===== config.mk =====
export PLATFORM = sky130hd
export DESIGN_NAME = ccr_regs
export DESIGN_NICKNAME = d
export VERILOG_FILES = /design/src/logic/ccr_pkg.sv /design/src/logic/ccr_clk_div.sv /design/src/logic/ccr_regs.sv
export SDC_FILE = /design/constraint.sdc
export NUM_CORES = 1
export LEC_CHECK = 0
export ABC_AREA = 1
export BUFFER_PORTS_ARGS = -buffer_cell sky130_fd_sc_hd__buf_2
export CELL_PAD_IN_SITES_DETAIL_PLACEMENT = 0
export CELL_PAD_IN_SITES_GLOBAL_PLACEMENT = 1
export CORE_MARGIN = 10
export CORE_UTILIZATION = 40
export DETAILED_ROUTE_END_ITERATION = 10
export GPL_TIMING_DRIVEN = 0
export PLACE_DENSITY_LB_ADDON = 0.1
export SYNTH_ARGS = -nofsm -noshare
export SYNTH_HDL_FRONTEND = slang
export SYNTH_SLANG_ARGS = --single-unit

===== constraint.sdc =====
create_clock -name system_clock_output_i -period 4.18 [get_ports system_clock_output_i]
set_clock_uncertainty 0.05 [all_clocks]
set_input_delay 0 -clock system_clock_output_i [delete_from_list [all_inputs] [get_ports system_clock_output_i]]
set_output_delay 0 -clock system_clock_output_i [all_outputs]
set_load 0.005 [all_outputs]

===== src/logic/ccr_pkg.sv =====
/*
 * Package for the clock configuration register bank: offsets, fields,
 * reset values and carrier types.
 * Assumes a 32-bit APB slave; each of the three port registers takes one aligned word.
 */
package ccr_pkg;

  // ****************
  // Register indices
  // ****************
  localparam logic [6:0] CCR_IDX_PART = 7'h01;
  localparam logic [6:0] CCR_IDX_CLK = 7'h02;
  localparam logic [6:0] CCR_IDX_MINPW = 7'h03;
  localparam logic [6:0] CCR_IDX_ODLY = 7'h04;
  localparam logic [6:0] CCR_IDX_PSR = 7'h05;
  localparam logic [6:0] CCR_IDX_DSC_H = 7'h06;
  localparam logic [6:0] CCR_IDX_DSC_M = 7'h07;
  localparam logic [6:0] CCR_IDX_DSC_L = 7'h08;
  localparam logic [6:0] CCR_IDX_DRS_H = 7'h09;
  localparam logic [6:0] CCR_IDX_DRS_M = 7'h0a;
  localparam logic [6:0] CCR_IDX_DRS_L = 7'h0b;
  localparam logic [6:0] CCR_IDX_LAST = 7'h0b;
  localparam int CCR_NUM_RW = 6;

  // ****************
  // APB byte addresses of the access port
  // ****************
  localparam logic [7:0] CCR_ADDR_CTRL = 8'h00;
  localparam logic [7:0] CCR_ADDR_DATA = 8'h04;
  localparam logic [7:0] CCR_ADDR_PTR = 8'h08;

  // ****************
  // Fields
  // ****************
  localparam int CCR_CTL_AUTO_INCREMENT_FLAG = 7;
  localparam int CCR_CLK_SYSEN = 7;
  localparam int CCR_CLK_SYSDIV_LO = 5;
  localparam int CCR_CLK_MODDIV_LO = 3;
  localparam int CCR_CLK_XTALPD = 2;
  localparam int CCR_CLK_PDLVL = 1;
  localparam int CCR_CLK_GPD = 0;

  // ****************
  // Reset values and write masks
  // ****************
  localparam logic [6:0] CCR_PTR_RST = 7'h01;
  localparam logic CCR_AUTO_INCREMENT_FLAG_RST = 1'b1;
  localparam logic [7:0] CCR_CLK_RST = 8'h81;
  localparam logic [7:0] CCR_RW_RST = 8'h00;
  localparam logic [7:0] CCR_RW_MASK_MINPW = 8'hdf;
  localparam logic [7:0] CCR_RW_MASK_PSR = 8'he7;
  localparam logic [7:0] CCR_RW_MASK_DSC_H = 8'h77;
  localparam logic [7:0] CCR_RW_MASK_FULL = 8'hff;

  // Arbitrary neutral identity codes
  localparam logic [3:0] CCR_PART_CODE = 4'h5;
  localparam logic [3:0] CCR_REVISION_CODE = 4'h2;

  // ****************
  // Types
  // ****************
  typedef logic [7:0] ccr_byte_t;

  typedef struct packed {
    logic system_clock_output_en;
    logic [1:0] sys_div;
    logic [1:0] mod_div;
    logic xtal_pd;
    logic pd_level;
    logic global_pd;
  } ccr_clk_cfg_s;

  typedef enum logic [1:0] {
    CCR_DIV1 = 2'b00,
    CCR_DIV2 = 2'b01,
    CCR_DIV4 = 2'b10,
    CCR_DIV8 = 2'b11
  } ccr_div_e;

endpackage : ccr_pkg


===== src/logic/ccr_clk_div.sv =====
/*
 * Divider producing a one-cycle enable pulse per divided period.
 * Assumes the caller selects the ratio as a 2-bit power-of-two code.
 */
`timescale 1ns/1ns
module ccr_clk_div
  import ccr_pkg::*;
(
  input wire logic system_clock_output_i,
  input wire logic reset_n_i,
  input wire logic run_i,
  input wire ccr_div_e div_i,
  output logic tick_o
);

  logic [2:0] cnt_q;
  logic [2:0] cnt_d;
  logic [2:0] lim;

  // ****************
  // Terminal count
  // ****************
  always_comb begin
    case (div_i)
      CCR_DIV1: lim = 3'h0;
      CCR_DIV2: lim = 3'h1;
      CCR_DIV4: lim = 3'h3;
      CCR_DIV8: lim = 3'h7;
      default: lim = 3'h0;
    endcase
    if (!run_i || cnt_q >= lim) begin
      cnt_d = 3'h0;
    end else begin
      cnt_d = cnt_q + 3'h1;
    end
    tick_o = run_i && (cnt_q >= lim);
  end

  always_ff @(posedge system_clock_output_i) begin
    if (!reset_n_i) begin
      cnt_q <= 3'h0;
    end else begin
      cnt_q <= cnt_d;
    end
  end

endmodule : ccr_clk_div


===== src/logic/ccr_regs.sv =====
/*
 * Control-port register bank with address pointer, part/revision register
 * and clock configuration, reached over APB.
 * Assumes one clock system_clock_output_i; the quiet strap pin is asynchronous.
 */
//
// Functional notes
// - All registers read/write except part/revision and decimator results.
// - Control byte: bit 7 auto-increment, bits 6:0 address; pointer resets to 01.
// - With auto-increment set, pointer advances after each data-port access; else holds.
// - Register 01h: part code high nibble, revision code low nibble, read-only.
// - Register 02h: output enable, system divider, modulator divider, power bits.
// - System clock output enable defaults to 1; clearing disables the driver.
// - System divider: 00 strapped, 01 by 2, 10 by 4, 11 by 8.
// - During reset, quiet strap low means divide by 1, high by 2.
// - Strap captured at reset release; pin then is normal quiet control.
// - Modulator divider defaults 00: divide by 1, 2, 4 or 8.
// - Crystal power-down defaults 0; setting 1 stops the oscillator.
// - Global power-down defaults 1; software clears it for operation.
`timescale 1ns/1ns
module ccr_regs
  import ccr_pkg::*;
(
  input wire logic system_clock_output_i,
  input wire logic reset_n_i,
  input wire logic psel,
  input wire logic penable,
  input wire logic pwrite,
  input wire logic [7:0] paddr,
  input wire logic [31:0] pwdata,
  output logic [31:0] prdata,
  output logic pready,
  output logic pslverr,
  input wire logic quiet_strap_i,
  input wire logic [23:0] dec_result_i,
  output logic quiet_o,
  output logic system_clock_output_o,
  output logic system_clock_output_oe_o,
  output logic modulator_clock_en_o,
  output logic crystal_power_down_o,
  output logic power_down_output_level_o,
  output logic global_power_down_o
);

  // ****************
  // Strap synchroniser
  // ****************
  logic [2:0] strap_sync_q;
  logic [2:0] strap_sync_d;
  logic quiet_q;
  logic quiet_d;
  logic strap_div2_q;
  logic strap_div2_d;
  logic in_reset_q;
  logic in_reset_d;

  always_comb begin
    strap_sync_d = {strap_sync_q[1:0], quiet_strap_i};
    quiet_d = quiet_q;
    if (strap_sync_q[2] == strap_sync_q[1]) begin
      quiet_d = strap_sync_q[2];
    end
    strap_div2_d = strap_div2_q;
    if (in_reset_q) begin
      strap_div2_d = quiet_d;
    end
    in_reset_d = 1'b0;
  end

  always_ff @(posedge system_clock_output_i) begin
    strap_sync_q <= strap_sync_d;
    quiet_q <= quiet_d;
    if (!reset_n_i) begin
      in_reset_q <= 1'b1;
      strap_div2_q <= strap_div2_d;
    end else begin
      in_reset_q <= in_reset_d;
      strap_div2_q <= strap_div2_d;
    end
  end

  assign quiet_o = quiet_q;

  // ****************
  // Pointer and registers
  // ****************
  logic [6:0] ptr_q;
  logic [6:0] ptr_d;
  logic auto_increment_flag_q;
  logic auto_increment_flag_d;
  ccr_clk_cfg_s cfg_q;
  ccr_clk_cfg_s cfg_d;
  ccr_byte_t rw_q [CCR_NUM_RW];
  ccr_byte_t rw_d [CCR_NUM_RW];
  ccr_byte_t rw_mask [CCR_NUM_RW];
  logic [CCR_NUM_RW-1:0] rw_hit;
  logic [31:0] rdata_d;
  logic [31:0] rdata_q;
  logic acc;
  logic wr_data;
  logic rd_data;
  logic adv;
  ccr_byte_t wbyte;
  ccr_byte_t cur;

  assign rw_mask[0] = CCR_RW_MASK_MINPW;
  assign rw_mask[1] = CCR_RW_MASK_FULL;
  assign rw_mask[2] = CCR_RW_MASK_PSR;
  assign rw_mask[3] = CCR_RW_MASK_DSC_H;
  assign rw_mask[4] = CCR_RW_MASK_FULL;
  assign rw_mask[5] = CCR_RW_MASK_FULL;

  assign acc = psel && penable;
  assign wbyte = pwdata[7:0];
  assign wr_data = acc && pwrite && (paddr == CCR_ADDR_DATA);
  assign rd_data = acc && !pwrite && (paddr == CCR_ADDR_DATA);
  assign adv = (wr_data || rd_data) && auto_increment_flag_q;

  genvar gi;
  generate
    for (gi = 0; gi < CCR_NUM_RW; gi++) begin : g_rw
      always_comb begin
        rw_hit[gi] = (ptr_q == CCR_IDX_MINPW + 7'(gi));
        rw_d[gi] = rw_q[gi];
        if (wr_data && rw_hit[gi]) begin
          rw_d[gi] = wbyte & rw_mask[gi];
        end
      end
      always_ff @(posedge system_clock_output_i) begin
        if (!reset_n_i) begin
          rw_q[gi] <= CCR_RW_RST;
        end else begin
          rw_q[gi] <= rw_d[gi];
        end
      end
    end
  endgenerate

  always_comb begin
    cur = 8'h00;
    case (ptr_q)
      CCR_IDX_PART: cur = {CCR_PART_CODE, CCR_REVISION_CODE};
      CCR_IDX_CLK: cur = cfg_q;
      CCR_IDX_DRS_H: cur = dec_result_i[23:16];
      CCR_IDX_DRS_M: cur = dec_result_i[15:8];
      CCR_IDX_DRS_L: cur = dec_result_i[7:0];
      default: begin
        for (int i = 0; i < CCR_NUM_RW; i++) begin
          if (rw_hit[i]) begin
            cur = rw_q[i];
          end
        end
      end
    endcase
  end

  always_comb begin
    ptr_d = ptr_q;
    auto_increment_flag_d = auto_increment_flag_q;
    cfg_d = cfg_q;
    rdata_d = rdata_q;
    if (acc && pwrite && paddr == CCR_ADDR_CTRL) begin
      auto_increment_flag_d = wbyte[CCR_CTL_AUTO_INCREMENT_FLAG];
      ptr_d = wbyte[6:0];
    end
    if (wr_data && ptr_q == CCR_IDX_CLK) begin
      cfg_d = wbyte;
    end
    if (adv) begin
      ptr_d = ptr_q + 7'h01;
    end
    if (psel && !penable && !pwrite) begin
      case (paddr)
        CCR_ADDR_CTRL: rdata_d = {24'h0, auto_increment_flag_q, ptr_q};
        CCR_ADDR_DATA: rdata_d = {24'h0, cur};
        CCR_ADDR_PTR: rdata_d = {25'h0, ptr_q};
        default: rdata_d = 32'h0;
      endcase
    end
  end

  always_ff @(posedge system_clock_output_i) begin
    if (!reset_n_i) begin
      ptr_q <= CCR_PTR_RST;
      auto_increment_flag_q <= CCR_AUTO_INCREMENT_FLAG_RST;
      cfg_q <= CCR_CLK_RST;
      rdata_q <= 32'h0;
    end else begin
      ptr_q <= ptr_d;
      auto_increment_flag_q <= auto_increment_flag_d;
      cfg_q <= cfg_d;
      rdata_q <= rdata_d;
    end
  end

  // ****************
  // APB answers
  // ****************
  assign pready = 1'b1;
  assign prdata = rdata_q;
  assign pslverr = acc && !(paddr == CCR_ADDR_CTRL || paddr == CCR_ADDR_DATA ||
                            paddr == CCR_ADDR_PTR);

  // ****************
  // Clock outputs
  // ****************
  ccr_div_e sys_sel;
  logic sys_tick;
  logic sys_out_q;
  logic sys_out_d;

  always_comb begin
    sys_sel = ccr_div_e'(cfg_q.sys_div);
    if (cfg_q.sys_div == CCR_DIV1) begin
      sys_sel = strap_div2_q ? CCR_DIV2 : CCR_DIV1;
    end
    sys_out_d = sys_out_q;
    if (sys_tick) begin
      sys_out_d = !sys_out_q;
    end
  end

  ccr_clk_div u_sys_div (
    .system_clock_output_i(system_clock_output_i),
    .reset_n_i(reset_n_i),
    .run_i(!cfg_q.xtal_pd),
    .div_i(sys_sel),
    .tick_o(sys_tick)
  );

  ccr_clk_div u_mod_div (
    .system_clock_output_i(system_clock_output_i),
    .reset_n_i(reset_n_i),
    .run_i(!cfg_q.xtal_pd && !cfg_q.global_pd),
    .div_i(ccr_div_e'(cfg_q.mod_div)),
    .tick_o(modulator_clock_en_o)
  );

  always_ff @(posedge system_clock_output_i) begin
    if (!reset_n_i) begin
      sys_out_q <= 1'b0;
    end else begin
      sys_out_q <= sys_out_d;
    end
  end

  assign system_clock_output_o = sys_out_q;
  assign system_clock_output_oe_o = cfg_q.system_clock_output_en;
  assign crystal_power_down_o = cfg_q.xtal_pd;
  assign power_down_output_level_o = cfg_q.pd_level;
  assign global_power_down_o = cfg_q.global_pd;

endmodule : ccr_regs


==> results of run 1 <==
-- area by class of cell --
| class | instances | area share, % |
|---|---|---|
| Multi-Input combinational cell | 493 | 44.5 |
| Sequential cell | 80 | 29.4 |
| Timing Repair Buffer | 68 | 6.84 |
| Buffer | 44 | 5.61 |
| Clock buffer | 11 | 4.61 |
| Inverter | 58 | 4.01 |
| Tap cell | 140 | 3.19 |
| Clock inverter | 5 | 1.87 |
-- power groups by stage --
stage	combinational [mW]	sequential, mW	clock, mW
floorplan	0.0581	0.791	0
global placement	0.108	0.791	0
detailed placement	0.110	0.791	0
CTS	0.115	0.774	0.956
global route	0.129	0.774	0.985
finish	0.116	0.774	0.940
-- cell usage after synthesis (all sizes together) --
library cell / number
nand4: 3
nand3: 54
ha: 12
edfxtp: 1
dfxtp: 79
xor2: 3
xnor2: 2
a21oi: 82
and3: 1
o21ai: 31
a211oi: 3
conb: 2
buf: 37
a31oi: 1
nand3b: 2
nand2: 208
o2111ai: 1
clkbuf: 7
o211a: 1
o21bai: 1
clkinv: 1
nor2: 51
inv: 57
maj3: 1
nor4: 1
or2: 1
nor3: 8
or3: 1
-- worst max path at each step --
stage          startpoint        end  cells past startpoint
2_1_floorplan    ptr_q[0]  prdata[3]                     13
3_3_place_gp     ptr_q[1]  prdata[6]                     14
3_5_place_dp     ptr_q[1]  prdata[6]                     14
4_1_cts          ptr_q[1]  prdata[6]                     14
5_1_grt          ptr_q[1]  prdata[6]                     14
6_report         ptr_q[1]  prdata[1]                     14
-- flip-flops by register name, indices dropped and copies added (netlist names) --
name / flops
system_clock_output_o: 1
rw_q: 43
strap_div2_q: 1
in_reset_q: 1
cfg_q: 4
quiet_o: 1
u_mod_div.cnt_q: 3
crystal_power_down_o: 1
auto_increment_flag_q: 1
prdata: 8
global_power_down_o: 1
u_sys_div.cnt_q: 3
power_down_output_level_o: 1
strap_sync_q: 3
system_clock_output_oe_o: 1
ptr_q: 7
-- kinds of logic after synthesis --
kind of cell    count (synthesis)
fa+ha+maj                      13
compound gates                120
flops                          80
other cells                     2
simple gates                  330
xor+xnor                        5
buf+inv                       102
-- per-layer routing --
| layer | share of wire, % | up-vias | routed length, microns | global-route usage [%] |
|---|---|---|---|---|
| met5 | 0 | - | 0 | 0 |
| met4 | 0.83 | 0 | 114 | 4.55 |
| met3 | 8.2 | 7 | 1130 | 4.07 |
| met2 | 45 | 171 | 6170 | 26.2 |
| met1 | 46 | 2006 | 6400 | 23.3 |
| li1 | - | 2263 | - | - |
-- worst max-delay path, cell delays in order, from the launching register on --
cell	delay (ns)
dfxtp_1	0.42
inv_1	0.11
ha_1	0.23
nand3_1	0.18
nor2_4	0.09
nor2_1	0.29
nand3_1	0.18
nand2_1	0.11
nand2_1	0.08
nand2_1	0.10
nand2_1	0.06
nand2_1	0.09
nand2_1	0.07
nand2_1	0.07
a21oi_2	0.05
-- what timing repair did --
| item | CTS | global route |
|---|---|---|
| resized for setup | 0 | 0 |
| hold buffers | 7 | 0 |
| setup buffers | 0 | 0 |
| endpoints found under the hold margin | 17 | 0 |
==> run summary, run 1 <==
vias after detailed routing - 4,447
Yosys reg bits - 80
worst-case clock buffer depth - 2
commonest non-fill, non-tap cell in the layout - nand2_1
# DRC - 0
period utilization - 55.3%
Synth Area in Compound Gates - 14.3%
Place WS - 1.93 ns
max-capacitance violation count - 0
vias per cell - 4.95
antenna-violating nets left - 0
Worst Tran Pin Value - 0.765 ns
largest net degree at the start of global routing - 14
row cnt - 38
synth top area cells - dfxtp_1 35%, nand2_1 17%, a21oi_1 8.5%
WP data arrival - 2.47 ns
normalized max-slew margin - 48.6%
worst hold-check path type - in -> reg
Worst setup EP type - register
synthesized cell area - 0.00450 sq mm
most frequent cells in the layout - 199 x nand2_1, 79 x dfxtp_1, 76 x a21oi_1, 67 x buf_2, 52 x nand3_1
area grow syn2layout - 22.1%
cell type with the highest aggregate area in the netlist - dfxtp_1
register area - 0.00161 sq mm
main combinational cell family by area after synthesis - simple AND/OR/NAND/NOR gates
TritonCTS clock tree - done
multi-input logic area - 0.00244 sq mm
Psw - 0.393 mW
DIE AREA - 0.0159 sq mm
Layout Utilization - 50.2%
All-Layer GR Usage - 17.0%
Min-Delay Endpoint - prdata[0]
hold path start - penable
DRT Wirelength - 13,800 microns
layout cells sized above 1 - 20.4%
Final Power - 1.83 mW
first-pass GRT wire length - 21,900 microns
# fillers - 1,121
crit start category - register
Synth Area in XOR/XNOR - 0.974%
first-pass detailed-route iteration total - 5
Seq pwr share - 42.3%
area share of the largest cell type after synthesis - 35.2%
worst skew pair latency - 0.34 ns
mean post-synth cell area - 6.90 sq um
Cells after Synth - 652
initial core utilization - 41.1%
Clk Tree Root Cell - clkbuf_16
final hold violations - 0
First DRT Iteration DRCs - 304
I/O pin count - 111
post-synthesis mux area share - 0%
Pint - 1.44 mW
chip width - 126 microns
RR Endpoint - prdata[1]
sequential share of the synthesized area - 35.8%
Clock power frac - 51.4%
Nets - 836
Crit Reg-Reg Startpoint - ptr_q[1]
DP Wirelength - 10,400 microns
TNS Setup - 0 ns
Cells after DPL - 876
vias in the first global route - 4,111
Static Leak - 2.46 nW
ant diodes - 0
Final min period - 2.31 ns
Min Hold Slack - 0.00892 ns
required time worst endpoint - 4.34 ns
simple-gate portion of the synthesized area - 33.4%
max frequency - 433 MHz
hold path depth - 4
Worst VDD drop - 225 uV
R2R Setup Slk - 1.87 ns
TritonCTS Sinks - 80
Ys Warns - 0
RePlAce Congestion - 0.822
grt total ovfl - 0
worst setup margin - 1.87 ns
H-tree levels - 3
Final Cell Area - 0.00549 sq mm
Pins Over Slew Limit - 0
RSZ-0062 raised after global routing - no
Synth Area in Adders - 3.56%
Die H - 126 microns
Core ar. - 0.0109 sq mm
Clock transition at path regs - 0.07 ns
maximum fanout along the worst path - 6
combinational power share - 6.3%
WL/cell - 15.4 microns
initial antenna violation count - 0
DP Area - 0.00506 sq mm
Reg2Reg Depth - 14
Netlist cell types - 41
total CTS buffers - 9
Sw Ratio - 21.5%
status - complete, no violations
final setup fails - 0
Pwr per Cell Area - 333 mW/mm^2
port bufs - 61
Layout Cells excl Fill - 899
crit path kind - reg -> reg
(Power assumes the default switching activity.)
==> inputs of run 2 (changes only) <==
- CORE_UTILIZATION: 40 -> 34
- clock period: 4.18 -> 2.08 ns (I/O delays scaled with it)
==> run summary, run 2 (synthesis gave the netlist of run 1 again) <==
area grow syn2layout - 28.6%
First DRT Iteration DRCs - 296
I/O pin count - 111
status - complete, no violations
antenna-violating nets left - 0
grt total ovfl - 0
Clock transition at path regs - 0.07 ns
TritonCTS clock tree - done
port bufs - 61
DP Wirelength - 11,000 microns
Min Hold Slack - 0.00427 ns
RSZ-0062 raised after global routing - yes
maximum fanout along the worst path - 6
chip width - 135 microns
Nets - 851
first-pass detailed-route iteration total - 5
crit start category - register
worst-case clock buffer depth - 2
DIE AREA - 0.0182 sq mm
layout cells sized above 1 - 25.7%
final setup fails - 0
vias per cell - 4.76
crit path kind - reg -> reg
Die H - 135 microns
required time worst endpoint - 2.24 ns
row cnt - 41
Final min period - 2.00 ns
DP Area - 0.00510 sq mm
Pwr per Cell Area - 573 mW/mm^2
Reg with most FFs - rw_q
# fillers - 1,407
initial core utilization - 35.2%
period utilization - 96.4%
first-pass GRT wire length - 23,300 microns
Worst VDD drop - 310 uV
Clk Tree Root Cell - clkbuf_16
vias after detailed routing - 4,499
worst skew pair latency - 0.35 ns
total CTS buffers - 9
number of flip-flops in the largest register - 43
worst hold-check path type - in -> reg
gr busiest metal - met2
DRT Wirelength - 14,700 microns
worst path cell trace - inv_4, ha_4, nand3_2, nor2_4, buf_4, nor2_4, nand3_1, nand2_1, nand2_2, nand2_1, nand2_1, nand2_2, nand2_2, nand2_1, a21oi_2
Core ar. - 0.0128 sq mm
most frequent CP cell - nand2_1
WP data arrival - 2.17 ns
max frequency - 499 MHz
ant diodes - 0
RePlAce Congestion - 0.828
GRT met2 Usage - 25.9%
final hold violations - 0
Final Cell Area - 0.00578 sq mm
most frequent cells in the layout - 191 x nand2_1, 76 x a21oi_1, 75 x dfxtp_1, 66 x buf_2, 46 x inv_1
All-Layer GR Usage - 16.1%
Crit-path slowest cell - dfxtp_4
initial antenna violation count - 0
Pins Over Slew Limit - 0
Worst path max stage delay - 0.41 ns
TritonCTS Sinks - 80
grt met3 use - 4.27%
largest net degree at the start of global routing - 14
vias in the first global route - 4,396
Static Leak - 2.54 nW
max-capacitance violation count - 0
H-tree levels - 3
commonest non-fill, non-tap cell in the layout - nand2_1
normalized max-slew margin - 51.7%
Worst setup EP type - register
# DRC - 0
GRT met1 Usage - 21.0%
Worst Tran Pin Value - 0.725 ns
WL/cell - 15.5 microns
[run 2: cell count changes in the layout (fill, tap and decap cells not counted), moves of 4 or more]
cell     before  now
buf_4        26   36
nand2_1     199  191
nand2_2       7   15
nand3_1      52   44
nand3_2       1    8
nor2_4        8   13
dfxtp_1      79   75
ha_1         12    8
[run 2: report_power, final]
| part | total, mW | internal, mW | leakage (nW) | switching, mW |
|---|---|---|---|---|
| Sequential | 1.55 | 1.55 | 0.650 | 0.00637 |
| Combinational | 0.241 | 0.104 | 1.75 | 0.137 |
| Clock | 1.52 | 0.874 | 0.135 | 0.647 |
[run 2: final cells by class]
cell class,count,area [sq um],share of cell area (%)
plain buffers,44,310,5.37
well taps,172,215,3.72
multi-input cells,493,2590,44.7
flip-flops and latches,80,1620,28.0
inverters,58,228,3.94
clock buffers,12,256,4.44
repair buffers,83,536,9.26
clock inverters,4,28.8,0.498
[run 2: stage by stage]
| step | power [mW] | TNS (ns) | std cells | setup WS, ns | util [%] |
|---|---|---|---|---|---|
| 2_1_floorplan | 1.71 | 0 | 675 | 0.312 | - |
| 6_report | 3.31 | 0 | 946 | 0.0753 | 45.3 |
| 4_1_cts | 3.35 | 0 | 936 | 0.0100 | 43.4 |
| 5_1_grt | 3.45 | -0.0599 | 946 | -0.0303 | 45.3 |
| 3_3_place_gp | 1.81 | -0.866 | 908 | -0.161 | 39.9 |
| 3_5_place_dp | 1.81 | -0.957 | 908 | -0.182 | 39.9 |
[run 2: final timing paths]
check	from	to	slack, ns	cells after the start
worst min register to register	strap_sync_q[0]	strap_sync_q[1]	0.29	0
worst max-delay path	ptr_q[0]	prdata[0]	0.08	15
worst max register to register	ptr_q[0]	prdata[0]	0.08	15
worst min-delay path	psel	prdata[6]	0.004	5
[run 2: timing repair]
item                                   in CTS  in global routing
resized for setup                          10                 39
pin swaps                                   3                 13
setup buffers                               5                  9
setup endpoints to repair                   8                  9
gates cloned                                0                  0
hold buffers                                7                  1
endpoints found under the hold margin      21                  6
[run 2: worst max-delay path, delay by kind of cell, from the launching register on]
kind	cells	cell delay (ns)
buf+inv	2	0.21
fa+ha+maj	1	0.18
compound gates	1	0.05
simple gates	11	0.97
flops	1	0.41
[run 2: routing by layer]
layer	wire, microns	up-vias
met1	6920	2064
li1	-	2295
met4	148	0
met2	6570	130
met3	1060	10
met5	0	-
